$ cat src/dpsem_params.svh
// Constants for the semaphore port controller
`ifndef DPSEM_PARAMS_SVH
`define DPSEM_PARAMS_SVH

// Semaphore space geometry
`define DPSEM_FLAG_COUNT 8
`define DPSEM_INDEX_W 3
`define DPSEM_ADDR_W 16
`define DPSEM_DATA_W 36
// Bus cycle timing, nanoseconds and cycles at 5 ns
`define DPSEM_CLK_NS 5
`define DPSEM_ACCESS_NS 15
`define DPSEM_ACCESS_CYC ((`DPSEM_ACCESS_NS + `DPSEM_CLK_NS - 1) / `DPSEM_CLK_NS)
`define DPSEM_GAP_NS 10
`define DPSEM_GAP_CYC ((`DPSEM_GAP_NS + `DPSEM_CLK_NS - 1) / `DPSEM_CLK_NS)
// Command encodings
`define DPSEM_CMD_ACQUIRE 2'h0
`define DPSEM_CMD_RELEASE 2'h1
`define DPSEM_CMD_POLL 2'h2
`define DPSEM_CMD_INIT 2'h3

`endif

$ cat src/dpsem_pkg.sv
// Types for the semaphore port controller
`default_nettype none

package dpsem_pkg;
    typedef enum logic [2:0] {
        DPSEM_IDLE = 3'b000,
        DPSEM_WRITE = 3'b001,
        DPSEM_GAP = 3'b010,
        DPSEM_READ = 3'b011,
        DPSEM_DONE = 3'b100
    } dpsem_state_e;
    typedef logic [1:0] dpsem_cmd_t;
endpackage : dpsem_pkg
`default_nettype wire

$ cat src/dpsem_cycle.sv
// Single semaphore bus cycle sequencer for one port
`timescale 1ns/10ps
`default_nettype none
`include "dpsem_params.svh"

module dpsem_cycle (
    // Clock and reset
    input wire logic i_clk,
    input wire logic i_rst,
    // Cycle request
    input wire logic i_start,
    input wire logic i_is_write,
    // Cycle phase outputs
    output logic o_active,
    output logic o_sample,
    output logic o_done
);
    localparam logic [3:0] ACC_CYC = 4'(`DPSEM_ACCESS_CYC);

    logic [3:0] cnt_r;
    logic [3:0] cnt_nxt;
    logic busy_r;
    logic busy_nxt;
    logic wr_r;
    logic wr_nxt;

    // ==========================================
    // Cycle counter
    always_comb begin
        cnt_nxt = cnt_r;
        busy_nxt = busy_r;
        wr_nxt = wr_r;
        if (!busy_r && i_start) begin
            busy_nxt = 1'b1;
            wr_nxt = i_is_write;
            cnt_nxt = ACC_CYC;
        end else if (busy_r) begin
            if (cnt_r == 4'h1) begin
                busy_nxt = 1'b0;
            end
            cnt_nxt = cnt_r - 4'h1;
        end
    end

    always_ff @(posedge i_clk) begin
        if (i_rst) begin
            cnt_r <= 4'h0;
            busy_r <= 1'b0;
            wr_r <= 1'b0;
        end else begin
            cnt_r <= cnt_nxt;
            busy_r <= busy_nxt;
            wr_r <= wr_nxt;
        end
    end

    // Phase decode
    assign o_active = busy_r;
    assign o_sample = busy_r && !wr_r && (cnt_r == 4'h1);
    assign o_done = busy_r && (cnt_r == 4'h1);

    // ==========================================
    // Checks
    chk_cycle_length: assert property (@(posedge i_clk) disable iff (i_rst)
        (!busy_r && i_start) |=> o_active [*3] ##1 !o_active)
        else $error("cycle length wrong");
endmodule : dpsem_cycle
`default_nettype wire

$ cat src/dpsem_host.sv
// Host side controller driving one port of the semaphore space
// Operation
// (RQ1) Eight independent flags, one token each
// (RQ2) Write zero requests, write one releases
// (RQ3) Flag chosen by three low address bits
// (RQ4) Only data bit zero carries written value
// (RQ5) Zero on free flag gives ownership here
// (RQ6) Owner writing one frees the flag
// (RQ7) Losing zero waits in request latch
// (RQ8) Pending request takes ownership on release
// (RQ9) First request latch owns until written one
// (RQ10) Simultaneous requests yield exactly one winner
// (RQ11) Read value spread over every data bit
// (RQ12) Read latched while select and enable active
// (RQ13) Drop select or enable between polls
// (RQ14) Byte enable only gates read output
// (RQ15) Acquire by write then read back
// (RQ16) Failed request: keep polling or withdraw
// (RQ17) Write one everywhere at power-up
// (RQ18) No wait states, no hardware gating
// (RQ19) Chip enable high while select low
`timescale 1ns/10ps
`default_nettype none
`include "dpsem_params.svh"

module dpsem_host (
    // Clock and reset
    input wire logic i_clk,
    input wire logic i_rst,
    // User command port
    input wire logic i_cmd_valid,
    input wire logic [1:0] i_cmd,
    input wire logic [`DPSEM_INDEX_W-1:0] i_cmd_index,
    output logic o_cmd_ready,
    // User result
    output logic o_res_valid,
    output logic o_res_owned,
    output logic o_init_done,
    // Device port pins
    output logic o_chip_enable_n,
    output logic o_semaphore_select_n,
    output logic o_byte_lane_enable_n,
    output logic o_output_enable_n,
    output logic o_read_write_n,
    output logic [`DPSEM_ADDR_W-1:0] o_addr,
    // Data pins, three signals each
    input wire logic [`DPSEM_DATA_W-1:0] i_data,
    output logic [`DPSEM_DATA_W-1:0] o_data,
    output logic o_data_oe_n
);
    localparam logic [3:0] GAP_CYC = 4'(`DPSEM_GAP_CYC);
    localparam logic [3:0] LAST_FLAG = 4'(`DPSEM_FLAG_COUNT - 1);

    dpsem_pkg::dpsem_state_e st_r;
    dpsem_pkg::dpsem_state_e st_nxt;
    dpsem_pkg::dpsem_cmd_t cmd_r;
    dpsem_pkg::dpsem_cmd_t cmd_nxt;
    logic [`DPSEM_INDEX_W-1:0] idx_r;
    logic [`DPSEM_INDEX_W-1:0] idx_nxt;
    logic [3:0] gap_r;
    logic [3:0] gap_nxt;
    logic wbit_r;
    logic wbit_nxt;
    logic owned_r;
    logic owned_nxt;
    logic res_valid_r;
    logic res_valid_nxt;
    logic init_done_r;
    logic init_done_nxt;
    logic [3:0] init_cnt_r;
    logic [3:0] init_cnt_nxt;
    logic cyc_start;
    logic cyc_write;
    logic cyc_active;
    logic cyc_sample;
    logic cyc_done;

    // Flag value read back: majority not needed, all bits equal
    function automatic logic flag_of(input logic [`DPSEM_DATA_W-1:0] d);
        flag_of = d[0]; // RQ11
    endfunction : flag_of

    // ==========================================
    // Bus cycle sequencer
    dpsem_cycle u_cycle (
        .i_clk(i_clk),
        .i_rst(i_rst),
        .i_start(cyc_start),
        .i_is_write(cyc_write),
        .o_active(cyc_active),
        .o_sample(cyc_sample),
        .o_done(cyc_done)
    );

    // ==========================================
    // Command sequencing next state
    always_comb begin
        st_nxt = st_r;
        cmd_nxt = cmd_r;
        idx_nxt = idx_r;
        gap_nxt = gap_r;
        wbit_nxt = wbit_r;
        owned_nxt = owned_r;
        res_valid_nxt = 1'b0;
        init_done_nxt = init_done_r;
        init_cnt_nxt = init_cnt_r;
        cyc_start = 1'b0;
        cyc_write = 1'b0;
        case (st_r)
            dpsem_pkg::DPSEM_IDLE: begin
                if (!init_done_r) begin
                    // Free every flag from this side after reset
                    cmd_nxt = `DPSEM_CMD_INIT; // RQ17
                    idx_nxt = init_cnt_r[`DPSEM_INDEX_W-1:0];
                    wbit_nxt = 1'b1;
                    st_nxt = dpsem_pkg::DPSEM_WRITE;
                end else if (i_cmd_valid) begin
                    cmd_nxt = i_cmd;
                    idx_nxt = i_cmd_index;
                    // Acquire writes zero, release and withdraw write one
                    wbit_nxt = (i_cmd != `DPSEM_CMD_ACQUIRE); // RQ2 RQ16
                    st_nxt = (i_cmd == `DPSEM_CMD_POLL) ? dpsem_pkg::DPSEM_GAP : dpsem_pkg::DPSEM_WRITE;
                    gap_nxt = GAP_CYC;
                end
            end
            dpsem_pkg::DPSEM_WRITE: begin
                cyc_start = !cyc_active;
                cyc_write = 1'b1;
                if (cyc_done) begin
                    gap_nxt = GAP_CYC;
                    // Acquire always reads back after its write
                    st_nxt = (cmd_r == `DPSEM_CMD_ACQUIRE) ? dpsem_pkg::DPSEM_GAP
                                                           : dpsem_pkg::DPSEM_DONE; // RQ15
                end
            end
            dpsem_pkg::DPSEM_GAP: begin
                // Select released between cycles so read latch refreshes
                gap_nxt = gap_r - 4'h1; // RQ13
                if (gap_r <= 4'h1) begin
                    st_nxt = dpsem_pkg::DPSEM_READ;
                end
            end
            dpsem_pkg::DPSEM_READ: begin
                cyc_start = !cyc_active;
                if (cyc_sample) begin
                    owned_nxt = !flag_of(i_data); // RQ5 RQ7
                end
                if (cyc_done) begin
                    st_nxt = dpsem_pkg::DPSEM_DONE;
                end
            end
            dpsem_pkg::DPSEM_DONE: begin
                // Reserved code after start-up is a plain write of one
                if (cmd_r == `DPSEM_CMD_INIT && !init_done_r) begin
                    if (init_cnt_r == LAST_FLAG) begin
                        init_done_nxt = 1'b1;
                    end
                    init_cnt_nxt = init_cnt_r + 4'h1;
                end else begin
                    res_valid_nxt = 1'b1;
                    if (cmd_r == `DPSEM_CMD_RELEASE || cmd_r == `DPSEM_CMD_INIT) begin
                        owned_nxt = 1'b0; // RQ6 RQ8
                    end
                end
                st_nxt = dpsem_pkg::DPSEM_IDLE;
            end
            default: begin
                st_nxt = dpsem_pkg::DPSEM_IDLE;
            end
        endcase
    end

    always_ff @(posedge i_clk) begin
        if (i_rst) begin
            st_r <= dpsem_pkg::DPSEM_IDLE;
            cmd_r <= 2'h0;
            idx_r <= 3'h0;
            gap_r <= 4'h0;
            wbit_r <= 1'b1;
            owned_r <= 1'b0;
            res_valid_r <= 1'b0;
            init_done_r <= 1'b0;
            init_cnt_r <= 4'h0;
        end else begin
            st_r <= st_nxt;
            cmd_r <= cmd_nxt;
            idx_r <= idx_nxt;
            gap_r <= gap_nxt;
            wbit_r <= wbit_nxt;
            owned_r <= owned_nxt;
            res_valid_r <= res_valid_nxt;
            init_done_r <= init_done_nxt;
            init_cnt_r <= init_cnt_nxt;
        end
    end

    // ==========================================
    // Pin drive
    assign o_cmd_ready = init_done_r && (st_r == dpsem_pkg::DPSEM_IDLE);
    assign o_res_valid = res_valid_r;
    assign o_res_owned = owned_r;
    assign o_init_done = init_done_r;
    assign o_chip_enable_n = 1'b1; // RQ19
    assign o_semaphore_select_n = !cyc_active;
    assign o_output_enable_n = !(cyc_active && st_r == dpsem_pkg::DPSEM_READ); // RQ12
    assign o_byte_lane_enable_n = !cyc_active; // RQ14
    assign o_read_write_n = !(cyc_active && st_r == dpsem_pkg::DPSEM_WRITE);
    // Only low address bits select a flag
    assign o_addr = {{(`DPSEM_ADDR_W-`DPSEM_INDEX_W){1'b0}}, idx_r}; // RQ3 RQ1
    // Written value on data bit zero, upper bits copy it
    assign o_data = {`DPSEM_DATA_W{wbit_r}}; // RQ4
    assign o_data_oe_n = !(cyc_active && st_r == dpsem_pkg::DPSEM_WRITE);

    // ==========================================
    // Checks
    chk_ce_held_high: assert property (@(posedge i_clk) disable iff (i_rst)
        !o_semaphore_select_n |-> o_chip_enable_n) // RQ19
        else $error("chip enable low in semaphore cycle");
    chk_acquire_reads_back: assert property (@(posedge i_clk) disable iff (i_rst)
        (st_r == dpsem_pkg::DPSEM_WRITE && cyc_done && cmd_r == `DPSEM_CMD_ACQUIRE)
        |=> st_r == dpsem_pkg::DPSEM_GAP) // RQ15
        else $error("acquire without read back");
    chk_poll_gap: assert property (@(posedge i_clk) disable iff (i_rst)
        (st_r == dpsem_pkg::DPSEM_GAP) |-> o_semaphore_select_n && o_output_enable_n) // RQ13
        else $error("select held across polls");
    chk_write_bit: assert property (@(posedge i_clk) disable iff (i_rst)
        (!o_read_write_n && cmd_r == `DPSEM_CMD_ACQUIRE) |-> !o_data[0]) // RQ2
        else $error("acquire not writing zero");
    chk_init_ones: assert property (@(posedge i_clk) disable iff (i_rst)
        (!o_read_write_n && !init_done_r) |-> o_data[0]) // RQ17
        else $error("init not writing one");
    chk_addr_high: assert property (@(posedge i_clk) disable iff (i_rst)
        !o_semaphore_select_n |-> o_addr[`DPSEM_ADDR_W-1:`DPSEM_INDEX_W] == '0) // RQ3
        else $error("high address bits set");
    chk_owned_sample: assert property (@(posedge i_clk) disable iff (i_rst)
        (st_r == dpsem_pkg::DPSEM_READ && cyc_sample) |=> owned_r == !$past(i_data[0])) // RQ11
        else $error("owned not from read flag");
    chk_release_clears: assert property (@(posedge i_clk) disable iff (i_rst)
        (res_valid_r && cmd_r == `DPSEM_CMD_RELEASE) |-> !owned_r) // RQ6
        else $error("owned after release");
endmodule : dpsem_host
`default_nettype wire

$ cat config.mk
export PLATFORM = sky130hd
export DESIGN_NAME = dpsem_host
export DESIGN_NICKNAME = d
export VERILOG_FILES = /design/src/dpsem_pkg.sv /design/src/dpsem_cycle.sv /design/src/dpsem_host.sv
export VERILOG_INCLUDE_DIRS = /design/src
export SDC_FILE = /design/constraint.sdc
export NUM_CORES = 1
export LEC_CHECK = 0
export BUFFER_PORTS_ARGS = -buffer_cell sky130_fd_sc_hd__buf_2
export CORE_ASPECT_RATIO = 0.5
export CORE_MARGIN = 10
export CORE_UTILIZATION = 47
export DETAILED_ROUTE_END_ITERATION = 10
export HOLD_SLACK_MARGIN = 0.02
export PLACE_DENSITY = 0.86
export SETUP_SLACK_MARGIN = 0.1
export SLEW_MARGIN = 20
export SYNTH_ARGS = -nofsm -noshare
export SYNTH_HDL_FRONTEND = slang
export SYNTH_HIERARCHICAL = 1
export SYNTH_SLANG_ARGS = --single-unit
$ cat constraint.sdc
create_clock -name i_clk -period 4.2 [get_ports i_clk]
set_input_delay 0.42 -clock i_clk [delete_from_list [all_inputs] [get_ports i_clk]]
set_output_delay 0.42 -clock i_clk [all_outputs]
set_load 0.02 [all_outputs]
## Word-level counts from Yosys, hierarchy flattened

Index checks and enable logic that the tools add are counted.

| operators by class | value |
|---|---|
| $add $sub $neg | 3 |
| multiply operators | 0 |
| divide/modulo/power cells | 0 |
| $lt $le $gt $ge | 1 |
| equal/unequal tests | 19 |
| shifts and indexed selects | 0 |
| muxes and demuxes | 30 |
| bitwise gates (word level) | 1 |
| reductions and logical operators | 30 |

Operators with widths:

| operator | count |
|---|---|
| $mux 3 | 8 |
| $ne 2x2->1 const B | 9 |
| $mux 4 | 3 |
| $pmux 3 s4 | 1 |
| $pmux 4 s3 | 1 |
| $reduce_and 4->1 | 3 |
| $mux 1 | 11 |
| $mux 2 | 5 |
| $logic_and 1x1->1 | 8 |
| $sub 4x1->4 const B | 2 |
| $eq 3x2->1 const B | 2 |
| $logic_not 1->1 | 6 |
| $reduce_bool 2->1 | 3 |
| $reduce_or 2->1 | 3 |
| $add 4x1->4 const B | 1 |
| $eq 2x2->1 const B | 2 |
| $eq 4x1->1 const B | 1 |
| $eq 4x3->1 const B | 1 |
| $le 4x1->1 const B | 1 |
| $reduce_and 2->1 | 2 |
| $eq 3x1->1 const B | 1 |
| $eq 3x3->1 const B | 1 |
| $logic_not 3->1 | 1 |
| $ne 3x3->1 const B | 1 |
| 7 further kinds | 7 |

| storage, ports and cells | value |
|---|---|
| register bits | 26 |
| bits in latches | 0 |
| memory bits (writable) | 0 |
| ROM bits | 0 |
| input port bits | 44 |
| output and inout port bits | 62 |
| word-level logic and storage cells | 97 |
| memories | 0 |

## Logic depth before layout (Yosys ltp)

| logic depth | value |
|---|---|
| depth after elaboration | 5 |
| depth in mapped cells | 7 |

## Hierarchy

The synthesis kept the hierarchy.

By module, submodules not included:

| module | instances | cells each | area an instance (sq um) | sequential area each (sq um) |
|---|---|---|---|---|
| dpsem_host | 1 | 179 | 1466.4 | 400.4 |
| dpsem_cycle | 1 | 31 | 297.8 | 120.1 |

## Least setup slack after synthesis

No wires, ideal clock.

| path | value |
|---|---|
| path kind | register to output |
| from | register init_done_r (netlist: o_init_done) |
| to | output port o_cmd_ready |
| data arrival time | 1241 ps |
| setup slack | 2539 ps |
| stages on the path, launching flop included | 3 |
| cells stage by stage | dfxtp_1 -> or3b_2 -> nor2_1 |

| on the way | value |
|---|---|
| longest elaborated chain between the ends | 1 |

RTL lines:

| item | line | RTL |
|---|---|---|
| start: declaration | dpsem_host.sv:68 | `logic init_done_r;` |
| start signal: assignment | dpsem_host.sv:192 | `init_done_r <= init_done_nxt;` |
| $logic_and 1x1->1 | dpsem_host.sv:199 | `assign o_cmd_ready = init_done_r && (st_r == dpsem_pkg::DPSEM_IDLE);` |
| end: declaration | dpsem_host.sv:34 | `output logic o_cmd_ready,` |

No other way between the ends.

## Final worst setup path

Same ends and word-level chain as after synthesis.

==> impl_metrics.json <==
{
  "required_ps": 3780,
  "grt_max_degree": 38,
  "port_buffers": 56,
  "synth-seq-cells": 26,
  "syn_area_per_cell_um2": 8.40,
  "synth_cells": 210,
  "postCtsSetupRepairBufs": 0,
  "clockBufferDepth": 2,
  "cts_made_buffers": 3,
  "die_y_um": 63.3,
  "cts_root_buf": "clkbuf_8",
  "synth_area_leaders": "dfxtp_1 30%, buf_4 23%, ha_1 3.5%",
  "slew_headroom_pct": 48.7,
  "outcome": "finished clean",
  "numClockSinks": 26,
  "hpwl_um": 3140,
  "core.rowCount": 15,
  "core-area_mm2": 0.00353,
  "finalCriticalPeriod_ps": 2100,
  "worst_pin_slew_ps": 768,
  "seq_area_frac_synth_pct": 29.5,
  "peakVddDrop_uv": 99.4,
  "vias_per_cell": 5.25,
  "finalSetupViolCount": 0,
  "finalHoldViolCount": 0,
  "fin_nets": 272,
  "cts_hold_buf": 0,
  "synth.cell_area_mm2": 0.00176,
  "p_total_mw": 0.568,
  "finalSetupTns_ps": 0,
  "crit_path_max_fanout": 15,
  "cp-end-kind": "primary output",
  "clock_skew_ps": 6.80,
  "drt_iter0_markers": 103,
  "fmax_ghz": 0.477,
  "yosysTopAreaCellShare_pct": 29.5,
  "rsz0062_at_grt": "no",
  "tritoncts": "built",
  "die_area_mm2": 0.00675,
  "start_util_pct": 50.0,
  "dieWidth_um": 107,
  "diodes": 0,
  "slew_violations": 0,
  "criticalPathCategory": "reg2out",
  "async_flop_share_pct": 0,
  "synth_cell_types": 45,
  "detail_route.wl_per_cell_um": 14.7,
  "leakage_nw": 0.707,
  "track_usage_pct": 11.0,
  "drt_pass1_iterations": 4,
  "yosysTopAreaCell": "dfxtp_1",
  "antenna_found_initial": 0,
  "hold_path.class": "in2reg",
  "vias": 1433,
  "grt_pass1_vias": 1285,
  "grt.overflow.total": 0,
  "drc": 0,
  "drive_above_1_share_pct": 30.2,
  "multiInputGateArea_um2": 823,
  "antenna_left": 0,
  "clkLatencyLatePin_ps": 270,
  "post-route-period-util_pct": 49.9,
  "register_area_um2": 520,
  "arrival_ps": 1680,
  "synth_edf_count": 0,
  "cap_violations": 0,
  "wirelength_um": 4010,
  "postCtsResizedCells": 0,
  "cp-start-kind": "register",
  "routabilityCongestion": 0.757,
  "n_fill_cell": 315,
  "pin_count": 106,
  "grt_pass1_wl_um": 6320,
  "synth_warnings": 6,
  "clk_pin_slew_ps": 90,
  "h-tree-depth": 1,
  "p_per_area_mw_per_mm2": 319,
  "syn_to_final_growth_pct": 0.922,
  "synth_ff_type": "dfxtp_1"
}
-- per-layer routing --
| layer | global-route usage (%) | part of all wire [%] | routed length [um] | vias up |
|---|---|---|---|---|
| met2 | 18.1 | 47 | 1880 | 71 |
| met5 | 0 | 0 | 0 | - |
| li1 | - | - | - | 696 |
| met1 | 11.9 | 40 | 1600 | 664 |
| met4 | 3.52 | 0.85 | 34 | 0 |
| met3 | 5.78 | 12 | 494 | 2 |
-- cells in the mapped netlist, types with 5 or more instances --
cell      count
buf_4        53
dfxtp_1      26
inv_1        10
nor2_1       10
nor3_1        9
a21oi_1       7
a31oi_1       7
a211oi_1      6
nand2b_1      6
ha_1          5
mux2i_1       5
nand3_1       5
nor2b_1       5
-- sequential cells by signal, summed over array words and instances (netlist names), 2 cells and up --
signal / count
cmd_r: 2
gap_r: 4
idx_r: 3
init_cnt_r: 4
st_r: 3
u_cycle/cnt_r: 4
-- final timing paths --
check	start	slack [ps]	endpoint	cells after the start
worst max-delay path	o_init_done$_SDFFE_PP0P_	2100	o_cmd_ready	3
worst min-delay path	i_data[0]	420	o_res_owned$_SDFFE_PP0P_	3
worst max register to register	u_cycle/o_active$_SDFF_PP0_	2300	gap_r[2]$_SDFFE_PP0P_	4
worst min register to register	o_res_owned$_SDFFE_PP0P_	480	o_res_owned$_SDFFE_PP0P_	2
-- power by group --
group          internal, mW  total, mW  switching, mW
logic                0.0449      0.119         0.0740
registers             0.265      0.289         0.0247
clock network        0.0838      0.159         0.0754
-- cells in the final DEF, fill, tap and decap left out, types with 2 or more instances in the layout --
cell       n
buf_2     56
dfxtp_1   26
conb_1    14
nor2_1    10
inv_1     10
nor3_1     9
a21oi_1    7
a31oi_1    7
nand2b_1   6
a211oi_1   6
nor2b_1    5
mux2i_1    5
nand3_1    5
ha_1       5
nand2_1    4
o21ai_0    4
clkbuf_8   4
nor4_1     3
a311oi_1   3
nor3b_1    3
o31ai_1    3
or3b_2     2
or3_1      2
nor4bb_1   2
and3b_1    2
o21a_1     2
-- stage by stage --
step | instances | hold slack, ps | area (um2) | utilization (%) | worst slack (ps)
2_1_floorplan | 222 | 448 | 1810 | - | 2540
3_3_place_gp | 269 | 445 | 1730 | 48.9 | 2390
3_5_place_dp | 269 | 459 | 1730 | 48.9 | 2340
4_1_cts | 273 | 416 | 1780 | 50.5 | 2100
5_1_grt | 273 | 448 | 1780 | 50.5 | 1980
6_report | 273 | 419 | 1780 | 50.5 | 2100
-- layout make-up --
type	count	share of cell area, %
Clock buffer	4	3.09
Tap cell	51	3.58
Timing Repair Buffer	56	15.7
Inverter	10	2.11
Multi-Input combinational cell	126	46.2
Sequential cell	26	29.2
-- critical path: stages (launching register included) --
cell and delay (ps):
dfxtp_1 630, or3b_2 510, nor2_1 100, buf_2 170
-- cells by family (layout without fill, tap and decap cells) --
group	Yosys count	after routing	share of synthesized area (%)
multiplexers	6	6	3.48
adder cells (fa/ha/maj)	5	5	3.55
AO/OA/AOI/OAI	38	38	14.5
XOR/XNOR	1	1	0.497
other	2	14	0.426
buffers and inverters	70	70	26.4
AND/OR/NAND/NOR	62	62	21.6
flip-flops	26	26	29.5
No activity file was read; power rests on OpenSTA's default activity.
